## src/rccs_pkg.sv

```systemverilog
// Contract
// RULE_01: bit 21 picks peak-hold or average strength
// RULE_02: bit 20 mirrors wakeup pending, auto acknowledged
// RULE_03: wakeup handler waits for bit 20 clear
// RULE_04: bit 17 picks static or dynamic indication
// RULE_05: bits 14:9 hold master clock MHz
// RULE_06: clock field changed only before core enable; the register has no lock and takes clock field writes at any time
// RULE_07: bit 8 set by slow sequence after sleep
// RULE_08: bit 8 cleared on sleep exit interrupt
// RULE_09: bit 7 set per slow edge, write-zero clears
// RULE_10: no monitor set while timer in reset
// RULE_11: bit 6 shows slow or master clock
// RULE_12: bit 3 overrules diagnostic output
// RULE_13: mask bit 2 resets one, gates error
// RULE_14: bit 1 write-one clears error, reads zero
// RULE_15: bit 0 set on unmapped page access
// RULE_16: error status ignores writes except acknowledge
// RULE_17: reserved bits read zero, ignore writes
// RULE_18: error interrupt level, drops after acknowledge
package rccs_pkg;
   // register map
   localparam logic [31:0] CTRL2_ADDR = 32'h4000_0200;
   localparam logic [31:0] CTRL2_RST  = 32'h0000_0004;
   // field positions
   localparam int STRENGTH_SEL_BIT = 21;
   localparam int WAKE_STAT_BIT    = 20;
   localparam int KEEP0_HI_BIT     = 19;
   localparam int KEEP0_LO_BIT     = 18;
   localparam int PTI_SEL_BIT      = 17;
   localparam int CLK_MHZ_LSB      = 9;
   localparam int CLK_MHZ_W        = 6;
   localparam int PWRDN_OK_BIT     = 8;
   localparam int SLOW_MON_BIT     = 7;
   localparam int CLK_STAT_BIT     = 6;
   localparam int SPARE_LSB        = 4;
   localparam int DIAG_OVR_BIT     = 3;
   localparam int ERR_MASK_BIT     = 2;
   localparam int ERR_ACK_BIT      = 1;
   localparam int ERR_STAT_BIT     = 0;
   // slow-clock edges of the power-down sequence
   localparam int PWRDN_LP_EDGES   = 2;
   // bus answers
   localparam logic [1:0] RESP_OKAY   = 2'h0;
   localparam logic [1:0] RESP_DECERR = 2'h3;

   // master to slave
   typedef struct packed {
      logic        awvalid;
      logic [31:0] awaddr;
      logic        wvalid;
      logic [31:0] wdata;
      logic [3:0]  wstrb;
      logic        bready;
      logic        arvalid;
      logic [31:0] araddr;
      logic        rready;
   } rccs_axi_req_t;

   // slave to master
   typedef struct packed {
      logic        awready;
      logic        wready;
      logic        bvalid;
      logic [1:0]  bresp;
      logic        arready;
      logic        rvalid;
      logic [31:0] rdata;
      logic [1:0]  rresp;
   } rccs_axi_rsp_t;

   // wakeup acknowledge sequence
   typedef enum logic [1:0] {
      WK_IDLE  = 2'b00,
      WK_PEND  = 2'b01,
      WK_START = 2'b10,
      WK_LAST  = 2'b11
   } rccs_wake_t;
endpackage : rccs_pkg

```

## src/rccs_slow_edge.sv

```systemverilog
`timescale 1ns/10ps
// brings the slow clock and timer reset into aclk, flags rising edges
module rccs_slow_edge (
   input  wire logic aclk,
   input  wire logic aresetn,
   input  wire logic slow_clk_pin,
   input  wire logic core_timer_reset,
   output logic      slow_edge,
   output logic      timer_in_reset
);
   typedef struct packed {
      logic [2:0] clk_sh;
      logic [1:0] rst_sh;
   } rccs_sync_t;

   rccs_sync_t s_r;
   rccs_sync_t s_nxt;

   // first stage feeds only the second stage
   always_comb begin
      s_nxt        = s_r;
      s_nxt.clk_sh = {s_r.clk_sh[1:0], slow_clk_pin};
      s_nxt.rst_sh = {s_r.rst_sh[0], core_timer_reset};
   end

   always_ff @(posedge aclk) begin
      if (!aresetn) begin
         s_r <= '0;
      end else begin
         s_r <= s_nxt;
      end
   end

   // edge taken between stages two and three
   assign slow_edge      = s_r.clk_sh[1] & ~s_r.clk_sh[2];
   assign timer_in_reset = s_r.rst_sh[1];
endmodule : rccs_slow_edge

```

## src/rccs_ctrl2.sv

```systemverilog
// Register access over AXI4-Lite was left to the implementer.
`timescale 1ns/10ps
// radio core control and status register behind an axi4-lite slave
module rccs_ctrl2 #(
   parameter int DIAG_W    = 8,
   parameter int PD_EDGES  = rccs_pkg::PWRDN_LP_EDGES
) (
   input  wire logic                  aclk,
   input  wire logic                  aresetn,
   input  wire rccs_pkg::rccs_axi_req_t axi_req,
   output rccs_pkg::rccs_axi_rsp_t    axi_rsp,
   input  wire logic                  slow_clk_pin,
   input  wire logic                  core_timer_reset,
   input  wire logic                  lowpower_wakeup_interrupt,
   input  wire logic                  radio_powered_up,
   input  wire logic                  deep_sleep_request,
   input  wire logic                  sleep_exit_interrupt,
   input  wire logic                  core_on_master_clock,
   input  wire logic                  exchange_mem_access_fault,
   input  wire logic [DIAG_W-1:0]     core_diagnostic_output,
   output logic [DIAG_W-1:0]          diag_out,
   output logic                       signal_strength_source_select,
   output logic                       pti_source_dynamic,
   output logic [5:0]                 master_clock_mhz,
   output logic                       powerdown_permitted,
   output logic                       lowpower_wakeup_status,
   output logic                       core_error_interrupt
);
   // refuse settings the counters cannot serve
   if (DIAG_W < 1 || DIAG_W > 32) begin : g_bad_diag
      $error("DIAG_W out of range");
   end
   if (PD_EDGES < 1 || PD_EDGES > 15) begin : g_bad_pd
      $error("PD_EDGES out of range");
   end

   localparam logic [3:0] PD_LAST = 4'(PD_EDGES);

   typedef struct packed {
      // write side of the bus
      logic        aw_got;
      logic [31:0] aw_addr;
      logic        w_got;
      logic [31:0] w_data;
      logic [3:0]  w_strb;
      logic        bvalid;
      logic [1:0]  bresp;
      // read side of the bus
      logic        rvalid;
      logic [31:0] rdata;
      logic [1:0]  rresp;
      // stored fields
      logic        strength_sel;
      logic        keep0_hi;
      logic        keep0_lo;
      logic        pti_sel;
      logic [5:0]  clk_mhz;
      logic [1:0]  spare;
      logic        diag_ovr;
      logic        err_mask;
      // hardware status
      logic        err_stat;
      logic        slow_mon;
      logic        clk_stat;
      logic        pwrdn_ok;
      logic        pd_busy;
      logic [3:0]  pd_cnt;
      rccs_pkg::rccs_wake_t wake;
      logic [DIAG_W-1:0] diag;
   } rccs_state_t;

   rccs_state_t st_r;
   rccs_state_t st_nxt;

   logic        slow_edge;
   logic        timer_in_reset;
   logic [31:0] readback;
   logic [31:0] byte_mask;
   logic [31:0] merged;
   logic        wr_fire;
   logic        wr_hit;
   logic        ack_wr;
   logic        mon_clr;

   rccs_slow_edge u_slow_edge (
      .aclk             (aclk),
      .aresetn          (aresetn),
      .slow_clk_pin     (slow_clk_pin),
      .core_timer_reset (core_timer_reset),
      .slow_edge        (slow_edge),
      .timer_in_reset   (timer_in_reset)
   );

   // register image; reserved positions stay zero
   always_comb begin
      readback = '0; // RULE_17
      readback[rccs_pkg::STRENGTH_SEL_BIT] = st_r.strength_sel;
      readback[rccs_pkg::WAKE_STAT_BIT]    = st_r.wake != rccs_pkg::WK_IDLE;
      readback[rccs_pkg::KEEP0_HI_BIT]     = st_r.keep0_hi;
      readback[rccs_pkg::KEEP0_LO_BIT]     = st_r.keep0_lo;
      readback[rccs_pkg::PTI_SEL_BIT]      = st_r.pti_sel;
      readback[rccs_pkg::CLK_MHZ_LSB +: rccs_pkg::CLK_MHZ_W] = st_r.clk_mhz;
      readback[rccs_pkg::PWRDN_OK_BIT]     = st_r.pwrdn_ok;
      readback[rccs_pkg::SLOW_MON_BIT]     = st_r.slow_mon;
      readback[rccs_pkg::CLK_STAT_BIT]     = st_r.clk_stat; // RULE_11
      readback[rccs_pkg::SPARE_LSB +: 2]   = st_r.spare;
      readback[rccs_pkg::DIAG_OVR_BIT]     = st_r.diag_ovr;
      readback[rccs_pkg::ERR_MASK_BIT]     = st_r.err_mask;
      readback[rccs_pkg::ERR_ACK_BIT]      = 1'b0; // RULE_14
      readback[rccs_pkg::ERR_STAT_BIT]     = st_r.err_stat;
   end

   // byte lanes the master enables
   always_comb begin
      for (int i = 0; i < 4; i++) begin
         byte_mask[i*8 +: 8] = {8{st_r.w_strb[i]}};
      end
   end

   assign merged  = (readback & ~byte_mask) | (st_r.w_data & byte_mask);
   assign wr_fire = st_r.aw_got & st_r.w_got & ~st_r.bvalid;
   assign wr_hit  = wr_fire & (st_r.aw_addr == rccs_pkg::CTRL2_ADDR);
   // action bits only act when their lane is written
   assign ack_wr  = wr_hit & st_r.w_strb[0]
                    & st_r.w_data[rccs_pkg::ERR_ACK_BIT];
   assign mon_clr = wr_hit & st_r.w_strb[0]
                    & ~st_r.w_data[rccs_pkg::SLOW_MON_BIT];

   always_comb begin
      st_nxt = st_r;

      // write address and data are taken in either order
      if (axi_req.awvalid && !st_r.aw_got) begin
         st_nxt.aw_got  = 1'b1;
         st_nxt.aw_addr = axi_req.awaddr;
      end
      if (axi_req.wvalid && !st_r.w_got) begin
         st_nxt.w_got  = 1'b1;
         st_nxt.w_data = axi_req.wdata;
         st_nxt.w_strb = axi_req.wstrb;
      end

      // response once both halves are held
      if (wr_fire) begin
         st_nxt.bvalid = 1'b1;
         st_nxt.bresp  = wr_hit ? rccs_pkg::RESP_OKAY
                                : rccs_pkg::RESP_DECERR;
      end
      if (st_r.bvalid && axi_req.bready) begin
         st_nxt.bvalid = 1'b0;
         st_nxt.aw_got = 1'b0;
         st_nxt.w_got  = 1'b0;
      end

      // software fields; status bits are not taken from the bus
      if (wr_hit) begin
         st_nxt.strength_sel = merged[rccs_pkg::STRENGTH_SEL_BIT];
         st_nxt.keep0_hi     = merged[rccs_pkg::KEEP0_HI_BIT];
         st_nxt.keep0_lo     = merged[rccs_pkg::KEEP0_LO_BIT];
         st_nxt.pti_sel      = merged[rccs_pkg::PTI_SEL_BIT];
         // no lock: software keeps this fixed after core enable
         st_nxt.clk_mhz      =
            merged[rccs_pkg::CLK_MHZ_LSB +: rccs_pkg::CLK_MHZ_W];
         st_nxt.spare        = merged[rccs_pkg::SPARE_LSB +: 2];
         st_nxt.diag_ovr     = merged[rccs_pkg::DIAG_OVR_BIT];
         st_nxt.err_mask     = merged[rccs_pkg::ERR_MASK_BIT];
      end

      // read: one word in flight, answered the next cycle
      if (axi_req.arvalid && !st_r.rvalid) begin
         st_nxt.rvalid = 1'b1;
         if (axi_req.araddr == rccs_pkg::CTRL2_ADDR) begin
            st_nxt.rdata = readback;
            st_nxt.rresp = rccs_pkg::RESP_OKAY;
         end else begin
            st_nxt.rdata = '0;
            st_nxt.rresp = rccs_pkg::RESP_DECERR;
         end
      end else if (st_r.rvalid && axi_req.rready) begin
         st_nxt.rvalid = 1'b0;
      end

      // error status: acknowledge clears, a new fault wins
      if (ack_wr) begin
         st_nxt.err_stat = 1'b0; // RULE_14 RULE_16
      end
      if (exchange_mem_access_fault) begin
         st_nxt.err_stat = 1'b1; // RULE_15
      end

      // edge monitor: write-zero clears, a slow edge wins
      if (mon_clr) begin
         st_nxt.slow_mon = 1'b0; // RULE_09
      end
      if (slow_edge && !timer_in_reset) begin
         st_nxt.slow_mon = 1'b1; // RULE_09 RULE_10
      end

      // clock status follows the core
      st_nxt.clk_stat = core_on_master_clock; // RULE_11

      // power-down sequence counts slow edges after the request
      if (deep_sleep_request && !st_r.pwrdn_ok) begin
         st_nxt.pd_busy = 1'b1;
      end
      if (st_r.pd_busy && slow_edge) begin
         st_nxt.pd_cnt = st_r.pd_cnt + 4'h1;
         if (st_r.pd_cnt + 4'h1 == PD_LAST) begin
            st_nxt.pwrdn_ok = 1'b1; // RULE_07
            st_nxt.pd_busy  = 1'b0;
            st_nxt.pd_cnt   = '0;
         end
      end
      // sleep exit aborts or ends it; exit takes priority
      if (sleep_exit_interrupt) begin
         st_nxt.pwrdn_ok = 1'b0; // RULE_08
         st_nxt.pd_busy  = 1'b0;
         st_nxt.pd_cnt   = '0;
      end

      // wakeup pending: powered up, then one whole slow period
      unique case (st_r.wake)
         rccs_pkg::WK_IDLE: begin
            if (lowpower_wakeup_interrupt) begin
               st_nxt.wake = rccs_pkg::WK_PEND; // RULE_02
            end
         end
         rccs_pkg::WK_PEND: begin
            if (radio_powered_up && slow_edge) begin
               st_nxt.wake = rccs_pkg::WK_LAST;
            end else if (radio_powered_up) begin
               st_nxt.wake = rccs_pkg::WK_START;
            end
         end
         rccs_pkg::WK_START: begin
            // first edge opens the period
            if (slow_edge) begin
               st_nxt.wake = rccs_pkg::WK_LAST;
            end
         end
         rccs_pkg::WK_LAST: begin
            // next edge closes it; a fresh wakeup keeps it pending
            if (slow_edge) begin
               st_nxt.wake = lowpower_wakeup_interrupt ? rccs_pkg::WK_PEND
                                                       : rccs_pkg::WK_IDLE; // RULE_02
            end
         end
      endcase

      // diagnostic: overrule forces zero, else passes through
      st_nxt.diag = st_r.diag_ovr ? '0
                                  : core_diagnostic_output; // RULE_12
   end

   always_ff @(posedge aclk) begin
      if (!aresetn) begin
         st_r          <= '0;
         st_r.err_mask <= 1'b1; // RULE_13
         st_r.wake     <= rccs_pkg::WK_IDLE;
      end else begin
         st_r <= st_nxt;
      end
   end

   // bus answers; ready only while the slot is free
   always_comb begin
      axi_rsp         = '0;
      axi_rsp.awready = ~st_r.aw_got;
      axi_rsp.wready  = ~st_r.w_got;
      axi_rsp.bvalid  = st_r.bvalid;
      axi_rsp.bresp   = st_r.bresp;
      axi_rsp.arready = ~st_r.rvalid;
      axi_rsp.rvalid  = st_r.rvalid;
      axi_rsp.rdata   = st_r.rdata;
      axi_rsp.rresp   = st_r.rresp;
   end

   // field outputs except wakeup status and error interrupt come straight from flip-flops
   assign signal_strength_source_select = st_r.strength_sel; // RULE_01
   assign pti_source_dynamic     = st_r.pti_sel; // RULE_04
   assign master_clock_mhz       = st_r.clk_mhz; // RULE_05
   assign powerdown_permitted    = st_r.pwrdn_ok;
   assign lowpower_wakeup_status = st_r.wake != rccs_pkg::WK_IDLE;
   assign diag_out               = st_r.diag;
   // level from flops, falls the cycle after acknowledge
   assign core_error_interrupt   = st_r.err_stat & st_r.err_mask; // RULE_13 RULE_18
endmodule : rccs_ctrl2

```

## config.mk

```make
export PLATFORM = sky130hd
export DESIGN_NAME = rccs_ctrl2
export DESIGN_NICKNAME = d
export VERILOG_FILES = /design/src/rccs_pkg.sv /design/src/rccs_slow_edge.sv /design/src/rccs_ctrl2.sv
export SDC_FILE = /design/constraint.sdc
export NUM_CORES = 1
export LEC_CHECK = 0
export BUFFER_PORTS_ARGS = -buffer_cell sky130_fd_sc_hd__buf_2
export CORE_ASPECT_RATIO = 0.8
export CORE_MARGIN = 8
export CORE_UTILIZATION = 38
export DETAILED_ROUTE_END_ITERATION = 6
export PLACE_DENSITY = 0.73
export SYNTH_ARGS = -nofsm -noshare
export SYNTH_HDL_FRONTEND = slang
export SYNTH_SLANG_ARGS = --single-unit
```

## constraint.sdc

```tcl
create_clock -name aclk -period 1.69 [get_ports aclk]
set_clock_uncertainty 0.05 [all_clocks]
set_input_delay 0.169 -clock aclk [delete_from_list [all_inputs] [get_ports aclk]]
set_output_delay 0.169 -clock aclk [all_outputs]
set_load 0.02 [all_outputs]
```

Word level (Yosys, flattened, before mapping)
Cells that the tools add are included.

operators by class
  add/subtract/negate cells = 1
  eq/ne operators = 10
  mux-type cells = 18
  bitwise gates (word level) = 19
  reduce and logical (&&, ||, !) cells = 24

operators with widths
  cell                  count
  $eq 32x31->1 const B  2
  $and 22x22->22        2
  $mux 24               1
  $not 22->22           1
  $or 22x22->22         1
  $mux 2                6
  $mux 5                2
  $logic_and 1x1->1     9
  $and 1x1->1           8
  $mux 1                8
  $pmux 2 s4            1
  $reduce_bool 2->1     4
  $not 1->1             7
  $ne 2x2->1 const B    3
  $reduce_or 2->1       3
  $logic_not 1->1       5
  $add 4x1->4 const B   1
  $eq 2x2->1 const B    2
  $eq 4x2->1 const B    1
  $reduce_and 4->1      1
  $ne 3x3->1 const B    1
  $eq 2x1->1 const B    1
  $logic_not 2->1       1
  $reduce_and 2->1      1

storage, ports and cells
  register bits after elaboration = 135
  input port bits = 123
  output and inout port bits = 60
  word-level logic and storage cells = 100

Logic depth before layout (Yosys ltp)
  word-level depth = 7
  depth in mapped cells = 6
  mapped depth without buffers = 6

Hierarchy
A second synthesis with hierarchy kept.

second synthesis, totals
  cell total of the unflattened synthesis = 576
  area total of the unflattened synthesis = 4931.0 um^2

by module, submodules not included
  module          instances  cells each  area each (um^2)  seq. area each (um^2)
  rccs_ctrl2      1          565         4793.3            2182.1
  rccs_slow_edge  1          11          137.6             100.1

Least setup slack after synthesis
OpenSTA, ideal clock, no wires.

  path type = reg2reg
  start = register st_r[115] (netlist name)
  end = register (tool-made name)
  setup time = 132 ps
  data arrival time = 1368 ps
  data required time = 1508 ps
  setup slack = 140 ps
  cell stages (with the launch flop) = 6
  path buffers = 1
  period minus slack after synthesis = 1550 ps
  cells stage by stage = dfxtp_1 -> nor4b_1 -> nand4_1 -> clkbuf_1 -> o31ai_1 -> a21oi_1

RTL lines
  element                   RTL line           source
  start: declaration        rccs_ctrl2.sv:72   rccs_state_t st_r;
  start signal: assignment  rccs_ctrl2.sv:261  st_r <= st_nxt;

==> run summary <==
Sequential power share: 38.0%
Clock share of power: 50.0%
Ys Warns: 0
Clk_lat worst skew: 0.40 ns
Die Wd: 143 µm
Gate power share: 12.0%
HP Start: axi_req[34]
Tot GR Track Use: 17.2%
Root Buffer: clkbuf_16
# DRC: 0
Final period utilization: 99.4%
Worst EP arrival: 1.91 ns
Initial antenna violation count: 1
HPWL after DPL: 9.46 mm
Dominant synthesized flop cell: dfxtp_1
Max-slew violation count: 0
Area after DPL: 5590 µm²
Height of the die: 117 µm
Post-synth ARST share: 0%
H-tree depth: 4
Post-synth EDFFs: 0
Sw Pwr: 1.80 mW
Mean Syn Cell Area: 8.22 µm²
Area Overhead vs Synth: 45.0%
First-pass GRT wire length: 22.7 mm
ANT nets after route: 0
Post-synthesis sequential area ratio: 46.9%
Power per Cell Area: 1080 nW/µm²
Vias: 4620
Pre-antenna DRT Iters: 4
Critical path class: flop to flop
Syn Std Cell Area: 4870 µm²
Routed vias/inst: 4.75
Die area: 16700 µm²
CP Max Fanout: 11
VDD IR max: 0.729 mV
Fmax: 0.595 GHz
Sw Share: 23.8%
Port buffer count: 152
Cell count after synthesis: 592
Design Power: 7.59 mW
Core Box Area: 12700 µm²
Outcome: finished, final reports clean
Grt total ovfl: 0
Hold Crit Class: primary input to flop
Clock slew seen by the registers of the worst setup and hold paths: 0.05 ns
Ports: 183
Routed length per instance: 14.6 µm
Final wirelength: 14.2 mm
Fin area: 7060 µm²
Layout cells sized above 1: 29.5%
Synth unique cells: 39
Initial Util: 38.4%
P_leak: 2.97 nW
Layout Nets: 914
RSZ-0062 raised after global routing: yes
Max-cap viol count: 0
GP Congestion: 0.782
Worst Setup Start Kind: flop
TritonCTS Buffers: 17
R2r startpoint: st_r[132]
Via count of the first global-routing pass: 4616
Sink Count: 114
Critical path startpoint: st_r[132]
Rows: 37
Worst setup EP type: flop
Largest net degree at the start of global routing: 33
Tmin final: 1.68 ns
Int Pwr: 5.79 mW
Crit path required time: 1.92 ns
CTS Buffer Depth: 2
Final hold vios: 0
Initial DRC Count: 201
CTS tree: built
Final setup viols: 0
FF+latch count, synth: 114
[timing repair]
item / in CTS / in global routing
gates resized for setup: 3 / 19
setup endpoints to repair: 16 / 17
hold endpoints to repair: 66 / 1
setup buffers: 0 / 3
gates cloned: 0 / 0
hold buffers: 66 / 1
pin swaps: 0 / 10
[critical path, stage by stage, from the launching register on]
cell     delay (ns)
dfxtp_2        0.32
nor4_2         0.25
buf_4          0.15
nand4_1        0.13
buf_6          0.17
buf_12         0.14
o31ai_1        0.24
a21oi_1        0.10
[metrics by stage]
step / setup WS (ns) / instances / utilization [%] / hold slack [ns] / setup TNS [ns]
2_1_floorplan: 0.140 / 604 / - / 0.229 / 0
3_3_place_gp: -0.0317 / 870 / 44.1 / 0.328 / -0.232
3_5_place_dp: -0.0809 / 870 / 44.1 / 0.331 / -0.929
4_1_cts: 0.00431 / 968 / 54.4 / 0.00630 / 0
5_1_grt: -0.0658 / 973 / 55.6 / 0.0469 / -0.354
6_report: 0.00964 / 973 / 55.6 / 0.0450 / 0
[per-layer routing]
layer  share of wire, %  global-route usage [%]  vias up
li1                   -                       -     2339
met1                 42                    19.6     2120
met2                 48                    29.4      146
met3                9.5                    6.36       15
met4                1.0                    5.65        0
met5                  0                       0        -
[area by class of cell]
type	instances	area [µm²]
diodes	1	2.50
clock buffers	20	457
clock inverters	12	178
fillers	1142	5630
inverters	29	109
multi-input cells	373	2120
flip-flops and latches	114	2280
well taps	175	219
repair buffers	249	1690
[logic make-up (layout without fill, tap and decap cells)]
group                    count (synthesis)  in the layout  share of synthesized area, %
XOR/XNOR                                 4              4                         0.720
AO/OA/AOI/OAI                          110            110                          12.4
other                                    1             14                        0.0770
adder cells (fa/ha/maj)                  7              7                          1.80
flip-flops                             114            114                          46.9
buffers and inverters                  117            310                          13.1
multiplexers                             5              5                          1.03
AND/OR/NAND/NOR                        234            234                          24.0
[layout by cell type (no fill, tap or decap), types with 3 or more instances in the layout]
| cell | Yosys | routed |
|---|---|---|
| buf_4 | 52 | 27 |
| conb_1 | 1 | 13 |
| buf_2 | 2 | 152 |
| bufinv_16 | 0 | 4 |
| nand4_1 | 16 | 16 |
| o21ai_0 | 4 | 4 |
| nor4_1 | 11 | 7 |
| o31ai_4 | 0 | 5 |
| nor2b_1 | 5 | 4 |
| and4_1 | 4 | 4 |
| or4_1 | 19 | 19 |
| nand2_1 | 133 | 133 |
| inv_1 | 28 | 28 |
| dlygate4sd3_1 | 0 | 67 |
| nor2_1 | 14 | 14 |
| nor4_2 | 2 | 5 |
| clkinvlp_4 | 0 | 4 |
| nor4b_2 | 2 | 3 |
| a21oi_1 | 86 | 84 |
| o31ai_1 | 10 | 3 |
| and2_1 | 7 | 7 |
| clkbuf_16 | 0 | 17 |
| and3_1 | 8 | 8 |
| dfxtp_1 | 114 | 113 |
| mux2i_1 | 5 | 5 |
| ha_1 | 7 | 7 |
| nand2b_1 | 4 | 4 |
[path summary, 6_finish.rpt]
path                     endpoint  slack, ns  cells after the start
max                          flop       0.01                      7
min                     st_r[107]       0.05                      3
max reg2reg                  flop       0.01                      7
min reg2reg  u_slow_edge.s_nxt[4]       0.39                      1
[power groups by stage]
stage | clock [mW] | combinational [mW] | sequential (mW)
after detailed placement | 0 | 0.763 | 2.94
after CTS | 3.85 | 0.887 | 2.88
after global placement | 0 | 0.752 | 2.93
after floorplan | 0 | 0.510 | 2.92
final | 3.79 | 0.914 | 2.89
after global routing | 4.01 | 1.01 | 2.90
[Yosys cell counts, drive strengths merged (5+ instances only)]
| library cell | instances | share of area (%) |
|---|---|---|
| nand4 | 16 | 2.1 |
| nor4 | 13 | 1.9 |
| nor2 | 14 | 1.1 |
| nor2b | 5 | 0.64 |
| and3 | 8 | 1.0 |
| a21oi | 86 | 8.8 |
| nand2 | 133 | 10 |
| dfxtp | 114 | 47 |
| ha | 7 | 1.8 |
| clkbuf | 30 | 2.3 |
| mux2i | 5 | 1.0 |
| buf | 58 | 8.5 |
| or4 | 19 | 2.9 |
| and2 | 7 | 0.90 |
| inv | 28 | 2.2 |
| o31ai | 10 | 1.5 |
Power figures use the tool's default switching activity.
